## config.mk

```make
export PLATFORM = sky130hd
export DESIGN_NAME = remote_station_message_handler
export DESIGN_NICKNAME = d
export VERILOG_FILES = /design/src/rtl/rsm_pkg.sv /design/src/rtl/msg_skid_buffer.sv /design/src/rtl/remote_station_message_handler.sv
export SDC_FILE = /design/constraint.sdc
export NUM_CORES = 1
export LEC_CHECK = 0
export ABC_AREA = 1
export BUFFER_PORTS_ARGS = -buffer_cell sky130_fd_sc_hd__buf_2
export CAP_MARGIN = 20
export CORE_MARGIN = 1
export CORE_UTILIZATION = 40
export DETAILED_ROUTE_END_ITERATION = 8
export GPL_TIMING_DRIVEN = 0
export PLACE_DENSITY = 0.68
export SYNTH_ARGS = -nofsm -noshare
export SYNTH_HDL_FRONTEND = slang
export SYNTH_SLANG_ARGS = --single-unit
```

## constraint.sdc

```tcl
create_clock -name core_clk_in -period 3.6 [get_ports core_clk_in]
set_input_delay 0.36 -clock core_clk_in [delete_from_list [all_inputs] [get_ports core_clk_in]]
set_output_delay 0.36 -clock core_clk_in [all_outputs]
set_load 0.01 [all_outputs]
```

## src/rtl/rsm_pkg.sv

```systemverilog
// shared constants and types for the remote station message handler
package rsm_pkg;
  localparam int MSG_BITS       = 32;
  localparam int INFO_BITS      = 24;
  localparam int CHK_BITS       = 8;
  localparam logic [7:0] CHK_POLY = 8'hC1;  // x^8+x^7+x^6+1, x^8 implied
  localparam logic [7:0] SYNC_DEFAULT = 8'h16;
  localparam int ADDR_LSB       = 0;
  localparam int GROUP_LSB      = 3;
  localparam int CLASS_LSB      = 6;
  localparam int CODE_LSB       = 9;
  localparam int DATA_LSB       = 12;
  localparam logic [2:0] ADDR_ALL      = 3'h0;
  localparam logic [2:0] CLS_CTRL_SEL  = 3'h0;
  localparam logic [2:0] CLS_MEM_ACT   = 3'h1;
  localparam logic [2:0] CLS_LATCH_ACT = 3'h2;
  localparam logic [2:0] CLS_HOUSEKEEP = 3'h3;
  localparam logic [2:0] CLS_READ      = 3'h4;
  localparam logic [2:0] CLS_SPECIAL   = 3'h7;
  localparam logic [2:0] CODE_RST_LOCK = 3'h2;
  localparam logic [2:0] CODE_AD_LOCK  = 3'h1;
  localparam logic [2:0] CODE_PC_LOCK  = 3'h2;
  localparam logic [11:0] OVER_RANGE   = 12'hFFF;
  typedef enum logic [1:0] {RPL_CHECKBACK, RPL_OPER, RPL_DATA} reply_kind_t;
endpackage
```

## src/rtl/msg_skid_buffer.sv

```systemverilog
// two-entry valid/ready buffer for outgoing reply words
`timescale 1ns/1ps
module msg_skid_buffer #(
  parameter int WIDTH = 32
) (
  input  wire logic             core_clk_in,
  input  wire logic             rstn_in,
  input  wire logic             in_valid_in,
  output logic                  in_ready_out,
  input  wire logic [WIDTH-1:0] in_data_in,
  output logic                  out_valid_out,
  input  wire logic             out_ready_in,
  output logic [WIDTH-1:0]      out_data_out
);
  logic [WIDTH-1:0] slot [2];
  logic [1:0]       count;
  logic [WIDTH-1:0] next_slot0;
  logic [WIDTH-1:0] next_slot1;
  logic [1:0]       next_count;
  logic             push;
  logic             pop;

  always_comb begin
    push       = in_valid_in && (count != 2'h2);
    pop        = out_valid_out && out_ready_in;
    next_count = 2'((count + {1'b0, push}) - {1'b0, pop});
    next_slot0 = slot[0];
    next_slot1 = slot[1];
    // slot0 always holds the head word
    if (pop) begin
      next_slot0 = slot[1];
    end
    if (push) begin
      if (next_count == 2'h1) begin
        next_slot0 = in_data_in;
      end else begin
        next_slot1 = in_data_in;
      end
    end
  end

  always_ff @(posedge core_clk_in or negedge rstn_in) begin
    if (!rstn_in) begin
      count         <= 2'h0;
      slot[0]       <= '0;
      slot[1]       <= '0;
      in_ready_out  <= 1'b1;
      out_valid_out <= 1'b0;
      out_data_out  <= '0;
    end else begin
      count         <= next_count;
      slot[0]       <= next_slot0;
      slot[1]       <= next_slot1;
      in_ready_out  <= (next_count != 2'h2);
      out_valid_out <= (next_count != 2'h0);
      out_data_out  <= next_slot0;
    end
  end
endmodule

```

## src/rtl/remote_station_message_handler.sv

```systemverilog
// message receiver, decoder, lockup freeze and reply formatter of the remote terminal
`timescale 1ns/1ps
// Summary of operation
// - over-range analog input reported all ones; counters reported as 12-bit binary.
// - analog lockup captures every analog point; replies return captures until reset.
// - counter lockup captures every counter; replies return captures until reset.
// - 24 information bits plus 8 check bits, all 32 checked.
// - message is 32 bits after two sync characters marking its start.
// - control needs selection, checkback reply, then activate from the master.
// - no action on bad check or a message out of sequence.
// - selection cleared if the next message is not a control execute.
// - check detects all single, double and up-to-8-bit burst errors.
// - accept scan/control messages; reply with verifications and telemetry data.
// - check bits are remainder of info times x^8 by x^8+x^7+x^6+1.
// - header: address 0-2, group 3-5, class 6-8, function code 9-11.
// - lockup acted on at own address or address 0 (ADDR_ALL); nothing else is at address 0.
// - analog value: sign bit (1 positive) then 11-bit magnitude msb first.
module remote_station_message_handler
  import rsm_pkg::*;
#(
  parameter int          POINTS      = 8,
  parameter logic [7:0]  SYNC_CHAR   = SYNC_DEFAULT,
  parameter logic [2:0]  STATION     = 3'h1
) (
  input  wire logic                    core_clk_in,
  input  wire logic                    rstn_in,
  input  wire logic                    rx_bit_in,
  input  wire logic                    rx_bit_valid_in,
  input  wire logic [POINTS*12-1:0]    analog_values_in,
  input  wire logic [POINTS-1:0]       analog_over_range_in,
  input  wire logic [POINTS*12-1:0]    counter_values_in,
  output logic                         reply_valid_out,
  input  wire logic                    reply_ready_in,
  output logic [MSG_BITS-1:0]          reply_data_out,
  output logic                         select_out,
  output logic [2:0]                   select_code_out,
  output logic                         execute_out,
  output logic                         analog_frozen_out,
  output logic                         counter_frozen_out,
  output logic                         check_error_out
);
  typedef enum logic [1:0] {HUNT, SYNC2, BODY} rx_state_t;

  // serial remainder step over one bit; feeding all 32 bits leaves the syndrome
  function automatic logic [7:0] chk_step(input logic [7:0] r, input logic b);
    logic fb;
    fb = r[7] ^ b;
    return fb ? ({r[6:0], 1'b0} ^ CHK_POLY) : {r[6:0], 1'b0};
  endfunction

  // analog points are sign/magnitude; over range replaces the word by all ones
  function automatic logic [11:0] analog_word(input logic [11:0] v, input logic ovr);
    return ovr ? OVER_RANGE : v;
  endfunction

  // remainder of the 24 info bits, sent high bit first after them, so that the
  // far receiver's remainder over all 32 bits comes out zero
  function automatic logic [MSG_BITS-1:0] seal_word(input logic [INFO_BITS-1:0] inf);
    logic [CHK_BITS-1:0] r;
    logic [MSG_BITS-1:0] w;
    r = '0;
    for (int i = 0; i < INFO_BITS; i++) begin
      r = chk_step(r, inf[i]);
    end
    w = {{CHK_BITS{1'b0}}, inf};
    for (int k = 0; k < CHK_BITS; k++) begin
      w[INFO_BITS + k] = r[CHK_BITS - 1 - k];
    end
    return w;
  endfunction

  rx_state_t            rx_state, next_rx_state;
  logic [7:0]           sync_sh, next_sync_sh;
  logic [MSG_BITS-1:0]  body, next_body;
  logic [5:0]           bit_cnt, next_bit_cnt;
  logic [7:0]           rem, next_rem;
  logic                 msg_done, next_msg_done;
  logic [7:0]           last_rem;
  logic [7:0]           next_last_rem;
  logic [11:0]          frz_a [POINTS];
  logic [11:0]          frz_c [POINTS];
  logic                 next_af, next_cf, next_sel, next_exec, next_err;
  logic [2:0]           next_sel_code;
  logic                 cap_a, cap_c;
  logic                 buf_ready;
  logic                 rq_valid, next_rq_valid;
  logic [MSG_BITS-1:0]  rq_data, next_rq_data;
  logic [2:0]           rd_ptr, next_rd_ptr;
  logic [3:0]           rd_left, next_rd_left;
  logic [INFO_BITS-1:0] enc_info;
  logic [11:0]          wa, wb;
  logic [2:0]           pa, pb;
  logic                 hdr_ok, addr_me, is_lock, chk_ok;
  logic [2:0]           m_addr, m_cls, m_code;
  // receive framing: two sync characters then 32 message bits
  always_comb begin
    next_rx_state = rx_state;
    next_sync_sh  = sync_sh;
    next_body     = body;
    next_bit_cnt  = bit_cnt;
    next_rem      = rem;
    next_msg_done = 1'b0;
    next_last_rem = last_rem;
    if (rx_bit_valid_in) begin
      unique case (rx_state)
        HUNT: begin
          next_sync_sh = {sync_sh[6:0], rx_bit_in};
          if ({sync_sh[6:0], rx_bit_in} == SYNC_CHAR) begin
            next_rx_state = SYNC2;
            next_sync_sh  = 8'h00;
            next_bit_cnt  = 6'h00;
          end
        end
        SYNC2: begin
          next_sync_sh = {sync_sh[6:0], rx_bit_in};
          next_bit_cnt = 6'(bit_cnt + 6'h01);
          if (bit_cnt == 6'h07) begin
            next_bit_cnt = 6'h00;
            next_rem     = 8'h00;
            next_rx_state = ({sync_sh[6:0], rx_bit_in} == SYNC_CHAR) ? BODY : HUNT;
          end
        end
        BODY: begin
          next_body    = {rx_bit_in, body[MSG_BITS-1:1]};  // bit 0 arrives first
          next_rem     = chk_step(rem, rx_bit_in);
          next_bit_cnt = 6'(bit_cnt + 6'h01);
          if (bit_cnt == 6'(MSG_BITS - 1)) begin
            next_msg_done = 1'b1;
            next_last_rem = chk_step(rem, rx_bit_in);
            next_rx_state = HUNT;
            next_sync_sh  = 8'h00;
          end
        end
        default: next_rx_state = HUNT;
      endcase
    end
  end

  always_ff @(posedge core_clk_in or negedge rstn_in) begin
    if (!rstn_in) begin
      rx_state <= HUNT;
      sync_sh  <= 8'h00;
      body     <= '0;
      bit_cnt  <= 6'h00;
      rem      <= 8'h00;
      msg_done <= 1'b0;
      last_rem <= 8'h00;
    end else begin
      rx_state <= next_rx_state;
      sync_sh  <= next_sync_sh;
      body     <= next_body;
      bit_cnt  <= next_bit_cnt;
      rem      <= next_rem;
      msg_done <= next_msg_done;
      last_rem <= next_last_rem;
    end
  end

  // decode of a completed message
  always_comb begin
    m_addr  = body[ADDR_LSB +: 3];
    m_cls   = body[CLASS_LSB +: 3];
    m_code  = body[CODE_LSB +: 3];
    chk_ok  = (last_rem == 8'h00);
    addr_me = (m_addr == STATION);
    is_lock = (m_cls == CLS_SPECIAL) &&
              (m_code == CODE_AD_LOCK || m_code == CODE_PC_LOCK);
    hdr_ok  = msg_done && chk_ok;
    next_err = msg_done && !chk_ok;
    next_af = analog_frozen_out;
    next_cf = counter_frozen_out;
    next_sel = select_out;
    next_sel_code = select_code_out;
    next_exec = 1'b0;
    cap_a = 1'b0;
    cap_c = 1'b0;
    next_rq_valid = 1'b0;
    next_rq_data  = rq_data;
    if (hdr_ok && is_lock && (addr_me || m_addr == ADDR_ALL)) begin
      next_sel = 1'b0;
      cap_a = (m_code == CODE_AD_LOCK) && !analog_frozen_out;
      cap_c = (m_code == CODE_PC_LOCK) && !counter_frozen_out;
      if (m_code == CODE_AD_LOCK) next_af = 1'b1;
      if (m_code == CODE_PC_LOCK) next_cf = 1'b1;
    end else if (hdr_ok && addr_me) begin
      // any accepted message other than a control select drops the selection, an execute included
      next_sel = 1'b0;
      if (m_cls == CLS_HOUSEKEEP && m_code == CODE_RST_LOCK) begin
        next_af = 1'b0;
        next_cf = 1'b0;
      end
      if (m_cls == CLS_CTRL_SEL) begin
        next_sel      = 1'b1;
        next_sel_code = m_code;
        next_rq_valid = 1'b1;
        next_rq_data  = {8'h00, body[INFO_BITS-1:0]};       // checkback echoes selection
      end else if ((m_cls == CLS_MEM_ACT || m_cls == CLS_LATCH_ACT) && select_out &&
                   m_code == select_code_out) begin
        next_exec     = 1'b1;
        next_sel      = 1'b0;
        next_rq_valid = 1'b1;
        next_rq_data  = {8'h00, body[INFO_BITS-1:0]};       // operation verification
      end
    end
  end

  // frozen images: loaded only on the lockup that sets the flag
  generate
    for (genvar g = 0; g < POINTS; g++) begin : g_frz
      always_ff @(posedge core_clk_in or negedge rstn_in) begin
        if (!rstn_in) begin
          frz_a[g] <= 12'h000;
          frz_c[g] <= 12'h000;
        end else begin
          if (cap_a) frz_a[g] <= analog_word(analog_values_in[g*12 +: 12],
                                             analog_over_range_in[g]);
          if (cap_c) frz_c[g] <= counter_values_in[g*12 +: 12];
        end
      end
    end
  endgenerate

  // telemetry read: a pair of 12-bit words per reply, sign/magnitude for analog
  always_comb begin
    next_rd_ptr      = rd_ptr;
    next_rd_left     = rd_left;
    pa = rd_ptr;
    pb = 3'(rd_ptr + 3'h1);
    wa = analog_frozen_out ? frz_a[pa] :
         analog_word(analog_values_in[pa*12 +: 12], analog_over_range_in[pa]);
    wb = counter_frozen_out ? frz_c[pb] : counter_values_in[pb*12 +: 12];
    if (hdr_ok && addr_me && m_cls == CLS_READ && !is_lock) begin
      next_rd_left     = {1'b0, m_code} + 4'h1;
      next_rd_ptr      = body[DATA_LSB +: 3];
    end else if (rd_left != 4'h0 && !rq_valid && buf_ready) begin
      next_rd_left = 4'(rd_left - 4'h1);
      next_rd_ptr  = 3'(rd_ptr + 3'h2);
    end
    enc_info = {wb, wa};
  end

  logic                push_valid;
  logic [MSG_BITS-1:0] push_data;
  always_comb begin
    push_valid = rq_valid || (rd_left != 4'h0);
    push_data  = rq_valid ? seal_word(rq_data[INFO_BITS-1:0]) : seal_word(enc_info);
  end

  always_ff @(posedge core_clk_in or negedge rstn_in) begin
    if (!rstn_in) begin
      analog_frozen_out  <= 1'b0;
      counter_frozen_out <= 1'b0;
      select_out         <= 1'b0;
      select_code_out    <= 3'h0;
      execute_out        <= 1'b0;
      check_error_out    <= 1'b0;
      rq_valid           <= 1'b0;
      rq_data            <= '0;
      rd_ptr             <= 3'h0;
      rd_left            <= 4'h0;
    end else begin
      analog_frozen_out  <= next_af;
      counter_frozen_out <= next_cf;
      select_out         <= next_sel;
      select_code_out    <= next_sel_code;
      execute_out        <= next_exec;
      check_error_out    <= next_err;
      rq_valid           <= next_rq_valid || (rq_valid && !buf_ready);
      rq_data            <= next_rq_valid ? next_rq_data : rq_data;
      rd_ptr             <= next_rd_ptr;
      rd_left            <= next_rd_left;
    end
  end

  msg_skid_buffer #(.WIDTH(MSG_BITS)) u_buf (
    .core_clk_in   (core_clk_in),
    .rstn_in       (rstn_in),
    .in_valid_in   (push_valid),
    .in_ready_out  (buf_ready),
    .in_data_in    (push_data),
    .out_valid_out (reply_valid_out),
    .out_ready_in  (reply_ready_in),
    .out_data_out  (reply_data_out)
  );
endmodule

```

== After elaboration in Yosys (flattened, before gate mapping) ==
Index checks and enable logic that the tools add are counted.

* Register bits after elaboration: 364
* Bits in latches: 0
* Bits in writable memories: 0
* Bits in read-only memories: 0
* Word-level logic and storage cells: 336
* Memories: 0

* $add $sub $neg: 7
* Multiply operators: 2
* Divide/modulo/power cells: 0
* Order comparisons: 3
* Equal/unequal tests: 22
* Shifts and indexed selects: 2
* Muxes and demuxes: 112
* Bitwise operators: 98
* Reductions and logical operators: 52

{| class="wikitable"
|+ Operators by type and width
! operator !! count
|-
| $mux 8 || 50
|-
| $shiftx 96x8->12 || 2
|-
| $mux 12 || 15
|-
| $not 3->3 || 47
|-
| $mux 32 || 4
|-
| $bmux 12 s3 || 2
|-
| $mux 24 || 2
|-
| $xor 1x1->1 || 47
|-
| $mux 1 || 22
|-
| $pmux 7 s3 || 1
|-
| $reduce_and 3->1 || 7
|-
| $logic_and 1x1->1 || 18
|-
| $pmux 6 s3 || 1
|-
| $pmux 8 s2 || 1
|-
| $mux 7 || 2
|-
| $ne 2x2->1 const B || 7
|-
| $mux 6 || 2
|-
| $reduce_bool 2->1 || 6
|-
| $mul 3x2->5 const B || 2
|-
| $eq 3x1->1 const B || 3
|-
| $eq 3x2->1 const B || 3
|-
| $eq 8x5->1 const B || 1
|-
| $ge 4x4->1 const B || 2
|-
| $logic_not 8->1 || 1
|-
| other kinds (29) || 50
|}

== Depth between registers and ports, before layout ==
Gate-level depths: netlist of run 1.

* Depth in word-level cells: 55
* Depth in mapped cells: 43
* Depth with buffers taken out: 42

== By module ==
From an unflattened synthesis of run 1, not the netlist that was laid out.

* Cell total of the unflattened synthesis: 2752
* Area total of the unflattened synthesis: 20887.5 sq um

{| class="wikitable"
|+ Modules (own cells, without submodules)
! module !! instances !! cells each !! area an instance (sq um)
|-
| remote_station_message_handler || 1 || 2307 || 17404.2
|-
| msg_skid_buffer || 1 || 445 || 3483.3
|}

== Worst setup path after synthesis of run 1 ==
No wires, ideal clock.

* Path kind: reg2reg
* Start point: register rd_ptr[1], in the netlist pa[1]
* End point: register u_buf.out_data_out[25]
* Data arrival time: 3.412 ns
* Required time: 3.487 ns
* Slack: 0.074 ns
* Stages on the path, launching flop included: 26
* Period minus slack after synthesis: 3.526 ns
* Cells stage by stage: dfrtp_1 ha_1 clkbuf_1 clkbuf_1 clkbuf_1 clkbuf_1 clkbuf_1 o21ai_0 o221ai_1 o211ai_1 nand2_1 inv_1 nand3_1 nand2_1 inv_1 nand2_1 nand2_1 nand3_1 nand2_2 nand2_2 nand2_2 nand2_2 nand2_2 nand3_1 nand2_1 inv_1

* Longest elaborated chain between the ends: 55
* Elaborated cells on any way between the ends: 91
* Those cells by class: 1 x add/sub; 2 x mul; 2 x shift; 38 x mux; 48 x bitwise

{| class="wikitable"
|+ RTL lines
! element !! RTL line !! RTL
|-
| start, declared || remote_station_message_handler.sv:88 || <nowiki>logic [2:0] rd_ptr, next_rd_ptr;</nowiki>
|-
| start signal, assigned || remote_station_message_handler.sv:270 || <nowiki>rd_ptr <= next_rd_ptr;</nowiki>
|-
| parallel branches: the longest is 51 deep, another holds $mul 3x2->5 || n/a ||
|-
| $mux 8 * || remote_station_message_handler.sv:48 || <nowiki>return fb ? ({r[6:0], 1'b0} ^ CHK_POLY) : {r[6:0], 1'b0};</nowiki>
|-
| $mux 32 * || remote_station_message_handler.sv:246 || <nowiki>push_data = rq_valid ? seal_word(rq_data[INFO_BITS-1:0]) : seal_word(enc_info);</nowiki>
|-
| $mux 32 * || msg_skid_buffer.sv:34 || <nowiki>if (next_count == 2'h1) begin</nowiki>
|-
| $mux 32 * || msg_skid_buffer.sv:33 || <nowiki>if (push) begin</nowiki>
|-
| net u_buf.next_slot0[25] || msg_skid_buffer.sv:17 || <nowiki>logic [WIDTH-1:0] next_slot0;</nowiki>
|-
| end signal, assigned || msg_skid_buffer.sv:56 || <nowiki>out_data_out <= next_slot0;</nowiki>
|-
| end, declared || msg_skid_buffer.sv:13 || <nowiki>output logic [WIDTH-1:0] out_data_out</nowiki>
|}

Mark *: on every way through the listed nets, which the timed path passes. The select of a mux whose other input is x is not followed.
A chain may end at the register's enable or synchronous reset.

== Final worst setup path of run 1 ==
* Start point: register rd_ptr[0], in the netlist pa[0]
* End point: register u_buf.slot[31] (netlist name)

* Longest elaborated chain between the ends: 53
* Elaborated cells on any way between the ends: 88
* Those cells by class: 1 x add/sub; 2 x mul; 2 x shift; 36 x mux; 47 x bitwise

{| class="wikitable"
|+ RTL lines
! element !! RTL line !! RTL
|-
| parallel branches: the longest is 50 deep, another holds $mul 3x2->5 || n/a ||
|-
| $xor 1x1->1 * || remote_station_message_handler.sv:47 || <nowiki>fb = r[7] ^ b;</nowiki>
|-
| $mux 8 * || remote_station_message_handler.sv:48 ||
|-
| $mux 32 * || remote_station_message_handler.sv:246 ||
|-
| end, declared || msg_skid_buffer.sv:15 || <nowiki>logic [WIDTH-1:0] slot [2];</nowiki>
|}

Every way passes the cells marked *. The select of a mux whose other input is x is not followed.

==> results of run 1 <==
[cells in the final DEF (no fill, tap or decap), types with 82 or more instances in the layout]
cell                         n
sky130_fd_sc_hd__buf_4      94
sky130_fd_sc_hd__o21ai_0   304
sky130_fd_sc_hd__clkbuf_1   82
sky130_fd_sc_hd__nor2_1    286
sky130_fd_sc_hd__buf_2     250
sky130_fd_sc_hd__nand3_1   173
sky130_fd_sc_hd__nand2_1   575
sky130_fd_sc_hd__dfrtp_1   360
sky130_fd_sc_hd__a21oi_1   166
sky130_fd_sc_hd__inv_1     240
[worst max-delay path: cells and delay by family (launching register included)]
| family | cells | cell delay (ps) |
|---|---|---|
| AND/OR/NAND/NOR | 23 | 2170 |
| buffers and inverters | 7 | 910 |
| flip-flops | 1 | 510 |
| XOR/XNOR | 2 | 410 |
| AO/OA/AOI/OAI | 2 | 120 |
[per-stage QoR]
stage	utilization	total power [mW]
floorplan	-	5.412
global placement	0.4451	5.971
detailed placement	0.4469	6.004
CTS	0.4998	10.99
global route	0.5122	11.77
finish	0.5122	11.32
[final cells by class]
cell class / instances / area [um^2] / area share
Tap cell: 680 / 850.8 / 0.03238
Timing Repair Buffer: 304 / 1901 / 0.07233
Multi-Input combinational cell: 1966 / 10720 / 0.4080
Inverter: 256 / 973.4 / 0.03705
Clock buffer: 58 / 1224 / 0.04657
Clock inverter: 21 / 274.0 / 0.01043
Buffer: 190 / 1220 / 0.04643
Sequential cell: 364 / 9114 / 0.3468
[how the worst max path moves through the flow]
| stage | start | to | slack, ps | depth (start not counted) |
|---|---|---|---|---|
| floorplan | pa[1]$_DFFE_PN0P_ | u_buf.out_data_out[25]$_DFF_PN0_ | 70 | 25 |
| global placement | rstn_in | bit_cnt[1]$_DFFE_PN0P_ | -5190 | 1 |
| detailed placement | pa[1]$_DFFE_PN0P_ | u_buf.out_data_out[25]$_DFF_PN0_ | -1290 | 25 |
| CTS | pa[0]$_DFFE_PN0P_ | u_buf.out_data_out[24]$_DFF_PN0_ | -450 | 38 |
| global route | pa[0]$_DFFE_PN0P_ | u_buf.slot[24]$_DFFE_PN0P_ | -930 | 41 |
| finish | pa[0]$_DFFE_PN0P_ | u_buf.slot[31]$_DFFE_PN0P_ | -700 | 34 |
[sequential cells by signal (all words and copies together) (netlist names), 6 cells and up]
register,flops
u_buf.slot,32
frz_a,96
body,32
sync_sh,7
bit_cnt,6
rq_data,24
frz_c,96
u_buf.out_data_out,32
rem,8
last_rem,8
[repair_timing]
item,CTS,global route
pin swaps,37,86
gates resized for setup,222,127
gates cloned,3,1
endpoints found under the setup margin,30,83
hold buffers,1,0
endpoints found under the hold margin,50,0
setup buffers,43,11
[power by group through the flow]
stage | Combinational, mW | Clock [mW] | Sequential [mW]
after global routing | 2.60 | 4.90 | 4.27
after CTS | 2.00 | 4.73 | 4.26
after detailed placement | 1.67 | 0 | 4.33
final | 2.38 | 4.68 | 4.26
after global placement | 1.64 | 0 | 4.33
after floorplan | 1.09 | 0 | 4.32
[cells by family (layout without fill, tap and decap cells)]
logic type	count (synthesis)	after routing	share of synthesized area
and+or+nand+nor	1245	1245	0.2524
buffers and inverters	447	829	0.09552
AOI/OAI and AO/OA	601	601	0.1544
DFF	364	364	0.4385
adders and majority gates	13	13	0.007830
muxes	48	48	0.02602
xor gates and xnor gates	59	59	0.02524
[routing by layer]
| layer | up-vias | track usage |
|---|---|---|
| li1 | 9742 | - |
| met1 | 9806 | 0.3581 |
| met2 | 989 | 0.4192 |
| met3 | 193 | 0.04452 |
| met4 | 0 | 0.1171 |
| met5 | - | 0 |
==> metrics.md, run 1 <==
| Metric | Value |
|---|---|
| Status | `finished, violations left` |
| Violated checks | `design-rule violations, negative setup slack` |
| Final critical-path setup slack | `-696.0 ps` |
| # DRC | `2` |
| Worst reg2reg path depth | `34` |
| Synth cell types | `45` |
| Count of placed standard cells including taps | `3702` |
| Final Hold Slack | `between 10 and 15 ps` |
| Most common cell in the synthesized netlist | `sky130_fd_sc_hd__nand2_1` |
| Power share of the sequential group | `0.376` |
| Drt first pass iters | `8` |
| Number of cells in the finished layout apart from fillers | `about 3800` |
| Destination of the worst register-to-register timing path | `u_buf.slot[31]$_DFFE_PN0P_` |
| Largest net degree at the start of global routing | `between 100 and 150` |
| Number of synthesis warnings | `0` |
| Synthesized Nets | `2995` |
| Launch instance of the worst register-to-register path | `pa[0]$_DFFE_PN0P_` |
| Grt total ovfl | `0` |
| Clk slew on worst S/H paths | `70 ps` |
| Worst Hold Path EP | `frz_c[63]$_DFFE_PN0P_` |
| Number of nets with antenna violations after detailed routing | `0` |
| Net switching component of the power | `3.400 mW` |
| Part of the total power dissipated in the clock network | `0.413` |
| Synth area leaders | `sky130_fd_sc_hd__dfrtp_1 44%, sky130_fd_sc_hd__nand2_1 12%, sky130_fd_sc_hd__o21ai_0 7.7%, sky130_fd_sc_hd__nand3_1 5.4%, sky130_fd_sc_hd__nor2_1 5.3%` |
| Detailed placement HPWL | `50760 um` |
| Slowest cell delay on critical path | `just over 500 ps` |
| Net switching fraction of the power | `0.3004` |
| Antenna violations before repair | `0` |
| Total clock buffers created by CTS | `43` |
| Clock tree from TritonCTS | `done` |
| RSZ-0062 raised after global routing | `yes` |
| Total length of routed wires | `between 70000 and 80000 um` |
| Clock Tree Buf Depth | `3` |
| Required time of the critical path | `4060 ps` |
| Post-route design area | `between 0.02 and 0.03 mm^2` |
| # IOs | `246` |
| Clock latency on the worst-skew pair | `roughly 600 ps` |
| Mapped cell area | `0.02077 mm^2` |
| Final antenna diode count | `0` |
| Most frequent cells after synthesis | `650 x sky130_fd_sc_hd__nand2_1, 363 x sky130_fd_sc_hd__dfrtp_1, 319 x sky130_fd_sc_hd__o21ai_0` |
| Worst hold start | `counter_values_in[27]` |
| Transition time of the tightest slew-check pin | `between 1000 and 1500 ps` |
| Core region area | `0.05130 mm^2` |
| Met3 Routed Length | `approximately 6100 um` |
| Worst path most repeated cell | `sky130_fd_sc_hd__nand2_2` |
| Worst setup slack for register-to-register paths | `-700 ps` |
| Number of instances in the synthesized netlist | `approximately 2800` |
| Max Clock Skew | `approximately 30 ps` |
| Number of global-route vias before repair | `19917` |
| Worst slew slack as a fraction of its limit | `0.2887` |
| Number of cells on the worst hold path | `2` |
| TritonCTS sink count | `approximately 360` |
| Arrival @ worst endpoint | `4750 ps` |
| Period utilization | `1.193` |
| Maximum fanout along the worst path | `8` |
| Placed cell areas | `0.02293 mm^2` |
| Vertical extent of the die | `229.9 um` |
| Fraction of layout instances using a drive strength above 1 | `0.2428` |
| Final Critical Period | `4296 ps` |
| Hold Fails Final Rpt | `0` |
| Cell internal power dissipation | `7.917 mW` |
| Post-Synthesis Mean Instance Area | `roughly 7.5 um^2` |
| Met2 wire length | `32450 um` |
| Final-report max-slew violation count | `0` |
| Cell Rows | `83` |
| Vias post-DR | `just over 20000` |
| Wire length of the first global-routing pass | `110600 um` |
| Sequential area share after synthesis | `0.4385` |
| Most used flip-flop cell after synthesis | `sky130_fd_sc_hd__dfrtp_1` |
| Average wire per cell in the routed design | `approximately 19 um` |
| Highest achievable clock rate | `232.8 MHz` |
| Mean number of vias per cell | `5.400` |
| Fillers | `4949` |
| Wire length on met1 | `30150 um` |
| Kind of path behind the tightest hold check | `in2reg` |
| Synthesis-stage register bit count | `364` |
| Kind of critical path | `reg2reg` |
| Starting density of the core | `0.4049` |
| Area share of the largest cell type after synthesis | `0.4373` |
| Category of the worst setup path launch point | `flip-flop` |
| Pwr/cell area | `around 430 mW/mm^2` |
| Top sig layer | `met4` |
| Number of flops mapped to enable cells by yosys | `0` |
| Layout net count | `~3300` |
| Floorplan die width | `229.9 um` |
| Setup crit end kind | `flip-flop` |
| GP Congestion | `0.9763` |
| Global Route Usage Sum | `0.2658` |
| Portion of total power attributed to combinational logic | `0.210` |
| PortBufs | `242` |
| Dpl ws | `-1293 ps` |
| Slowest-stage cell, CP | `sky130_fd_sc_hd__dfrtp_2` |
| VDD IR-drop max | `270.8 uV` |
| CTS HTree Levels | `2` |
| Proportion of synthesized flip-flops having asynchronous set or reset | `1.000` |
| Leak | `12.82 nW` |
| Setup violators final | `16` |
| Iter 0 DRT Violations | `approximately 2100` |
| Syn-to-layout area delta | `26.49%` |
| Area of the die | `0.05285 mm^2` |
| Clock tree root driver cell | `sky130_fd_sc_hd__clkbuf_16` |
| Max Cap Violations | `0` |
| Cell taking the most area after synthesis | `sky130_fd_sc_hd__dfrtp_1` |
| Post-route setup TNS | `-8328 ps` |
(Power assumes the default switching activity.)
==> run 2: changes to the inputs <==
Settings changed: SETUP_SLACK_MARGIN from default to 0.5.
Clock period 3.6 ns to 3.58 ns, I/O delays scaled along.
==> run 2 against run 1 <==
  * The run ends with negative setup slack left
  * Count of clock-buffer cells in the layout grew 3
  * Clock power down 1%
  * Via count is essentially flat
  * Clock skew shrank 2.8 ps
  * Sequential cell count did not move
  * Sequential power barely moved
  * Final cell count hardly changed
  * Critical path type unchanged
  * First-iteration DRC count fell by 14%
  * Power fell by 0.22%
  * Utilization grew 0.098 points
==> metrics.md, run 2 (synthesized netlist as in run 1, its figures left out) <==
| Metric | Value |
|---|---|
| Required time of the critical path | `4040 ps (-20 ps)` |
| Destination of the worst register-to-register timing path | `u_buf.out_data_out[24]$_DFF_PN0_` |
| VDD IR-drop max | `310.8 uV (+15%)` |
| Worst reg2reg path depth | `42 (+24%)` |
| Max Clock Skew | `26.50 ps (-2.841 ps)` |
| Clock tree from TritonCTS | `done` |
| Vertical extent of the die | `229.9 um (unchanged)` |
| Setup crit end kind | `flip-flop` |
| Clock latency on the worst-skew pair | `590 ps (about the same)` |
| Detailed placement HPWL | `50800 um (about the same)` |
| Number of cells on the worst hold path | `2 (unchanged)` |
| Cell Rows | `83 (unchanged)` |
| Core region area | `0.05130 mm^2 (unchanged)` |
| Max Cap Violations | `0 (unchanged)` |
| Global Route Usage Sum | `0.2623 (-0.003489)` |
| Drt first pass iters | `6 (-2)` |
| Clock tree root driver cell | `sky130_fd_sc_hd__clkbuf_16` |
| Fraction of layout instances using a drive strength above 1 | `0.2541 (+0.01132)` |
| Worst setup slack for register-to-register paths | `-840 ps (-140 ps)` |
| Count of placed standard cells including taps | `3703 (+0.027%)` |
| Syn-to-layout area delta | `26.73%` |
| Highest achievable clock rate | `226.4 MHz (-2.7%)` |
| Worst path most repeated cell | `sky130_fd_sc_hd__nand2_4` |
| Number of global-route vias before repair | `19549 (-1.8%)` |
| Storage cell area | `0.009114 mm^2 (unchanged)` |
| Mean number of vias per cell | `5.391 (-0.17%)` |
| Wire length of the first global-routing pass | `109100 um (-1.4%)` |
| Clk slew on worst S/H paths | `60 ps (about the same)` |
| Final-report max-slew violation count | `0 (unchanged)` |
| Final Critical Period | `4417 ps (+121.0 ps)` |
| Commonest non-fill, non-tap cells in the layout | `569 x sky130_fd_sc_hd__nand2_1, 360 x sky130_fd_sc_hd__dfrtp_1, 290 x sky130_fd_sc_hd__o21ai_0` |
| Kind of path behind the tightest hold check | `in2reg` |
| RSZ-0062 raised after global routing | `yes` |
| Number of nets with antenna violations after detailed routing | `0 (unchanged)` |
| Worst Hold Path EP | `frz_c[72]$_DFFE_PN0P_` |
| CTS HTree Levels | `2 (unchanged)` |
| Iter 0 DRT Violations | `1775 (-14%)` |
| TritonCTS sink count | `364 (unchanged)` |
| Total length of routed wires | `70900 um (-1.1%)` |
| Area of the die | `0.05285 mm^2 (unchanged)` |
| Setup violators final | `16 (unchanged)` |
| Starting density of the core | `0.4049 (unchanged)` |
| Vias post-DR | `20711 (-0.092%)` |
| Largest net degree at the start of global routing | `119 (+6.3%)` |
| Final critical-path setup slack | `-837.0 ps (-141.0 ps)` |
| Commonest non-fill, non-tap cell in the layout | `sky130_fd_sc_hd__nand2_1` |
| Regs by FF count | `frz_a x96, frz_c x96` |
| Period utilization | `1.234 (+0.04045)` |
| Maximum fanout along the worst path | `6 (-2)` |
| Slowest-stage cell, CP | `sky130_fd_sc_hd__dfrtp_2` |
| Total clock buffers created by CTS | `42 (-2.3%)` |
| Post-route design area | `0.02633 mm^2 (+0.19%)` |
| Category of the worst setup path launch point | `flip-flop` |
| Leak | `12.93 nW (+0.84%)` |
| Placed cell areas | `0.02317 mm^2 (+1.1%)` |
| Worst hold start | `counter_values_in[12]` |
| # DRC | `0 (-2)` |
| Average wire per cell in the routed design | `18.45 um (-1.2%)` |
| Fillers | `4911 (-0.77%)` |
| Hold Fails Final Rpt | `0 (unchanged)` |
| Layout net count | `3346 (+0.090%)` |
| PortBufs | `242 (unchanged)` |
| Clock Tree Buf Depth | `3 (unchanged)` |
| Floorplan die width | `229.9 um (unchanged)` |
| Pwr/cell area | `428.9 mW/mm^2 (-0.41%)` |
| Violated checks | `negative setup slack` |
| Transition time of the tightest slew-check pin | `982.0 ps (-84.90 ps)` |
| GP Congestion | `0.9673 (-0.92%)` |
| Area of the multi-input gates | `0.01067 mm^2 (-0.44%)` |
| # IOs | `246 (unchanged)` |
| Kind of critical path | `reg2reg` |
| Arrival @ worst endpoint | `4880 ps (+130 ps)` |
| Launch instance of the worst register-to-register path | `pa[0]$_DFFE_PN0P_` |
| Status | `finished, violations left` |
| Grt total ovfl | `0 (unchanged)` |
| Worst slew slack as a fraction of its limit | `0.3453 (+0.05660)` |
| Number of cells in the finished layout apart from fillers | `3842 (+0.078%)` |
| Antenna violations before repair | `1 (+1)` |
| Slowest cell delay on critical path | `470 ps (-40 ps)` |
## run 2: cell count changes in the layout (fill, tap and decap cells not counted), moves of 6 or more
cell	previous run	this run
sky130_fd_sc_hd__buf_6	24	36
sky130_fd_sc_hd__clkbuf_1	82	50
sky130_fd_sc_hd__clkbuf_2	16	38
sky130_fd_sc_hd__clkbuf_8	7	14
sky130_fd_sc_hd__nand2_1	575	569
sky130_fd_sc_hd__nand2_2	63	74
sky130_fd_sc_hd__nand2_4	43	37
sky130_fd_sc_hd__o21ai_0	304	290
sky130_fd_sc_hd__o21ai_1	22	33
## run 2: stage by stage
step	hold slack, ps	power (mW)	util	setup TNS (ps)	setup slack (ps)
floorplan	62.41	5.535	-	0	136.5
global placement	462.9	6.097	0.4498	-1883650	-5179
finish	30.33	11.29	0.5132	-10690	-837.0
global route	30.02	11.74	0.5131	-13270	-1018
detailed placement	381.1	6.135	0.4517	-15860	-977.1
CTS	14.73	11.03	0.5015	-5660	-502.6
## run 2: worst max path at each step
stage,startpoint,endpoint,slack [ps],cells after the start
after floorplan,pa[0]$_DFFE_PN0P_,u_buf.out_data_out[25]$_DFF_PN0_,140,40
after global placement,rstn_in,bit_cnt[1]$_DFFE_PN0P_,-5180,1
after detailed placement,pa[1]$_DFFE_PN0P_,u_buf.out_data_out[25]$_DFF_PN0_,-980,25
after CTS,pa[0]$_DFFE_PN0P_,u_buf.out_data_out[25]$_DFF_PN0_,-500,44
after global routing,pa[0]$_DFFE_PN0P_,u_buf.out_data_out[24]$_DFF_PN0_,-1020,42
final,pa[0]$_DFFE_PN0P_,u_buf.out_data_out[24]$_DFF_PN0_,-840,42
## run 2: power by group
| group | leakage, nW | switching (mW) | internal, mW |
|---|---|---|---|
| Sequential | 4.17 | 0.0613 | 4.23 |
| Combinational | 8.04 | 1.48 | 0.917 |
| Clock | 0.728 | 1.83 | 2.78 |
## run 2: final cells by class
| class | count | area share |
|---|---|---|
| inverters | 256 | 0.03698 |
| repair buffers | 307 | 0.07029 |
| well taps | 680 | 0.03232 |
| diodes | 2 | 0.0001901 |
| flip-flops and latches | 364 | 0.3462 |
| clock inverters | 15 | 0.008317 |
| plain buffers | 191 | 0.05309 |
| clock buffers | 61 | 0.04724 |
| multi-input cells | 1966 | 0.4054 |
## run 2: timing repair
action / 4_1_cts / 5_1_grt
endpoints found under the hold margin: 71 / 0
setup buffers: 48 / 10
gates cloned: 1 / 1
pin swaps: 47 / 67
resized for setup: 219 / 182
hold buffers: 1 / 0
endpoints found under the setup margin: 196 / 225
## run 2: per-layer routing
| layer | global-route usage | wire length [um] | up-vias |
|---|---|---|---|
| met3 | 0.04601 | 5594 | 196 |
| met5 | 0 | 13 | - |
| met4 | 0.1055 | 2875 | 2 |
| met2 | 0.4256 | 32930 | 914 |
| met1 | 0.3459 | 29480 | 9856 |
| li1 | - | - | 9743 |
## run 2: critical path, delay by kind of cell, from the launching register on
family          cells  cell delay (ps)
simple gates       32             3020
compound gates      1               40
buf+inv             9              760
flops               1              470
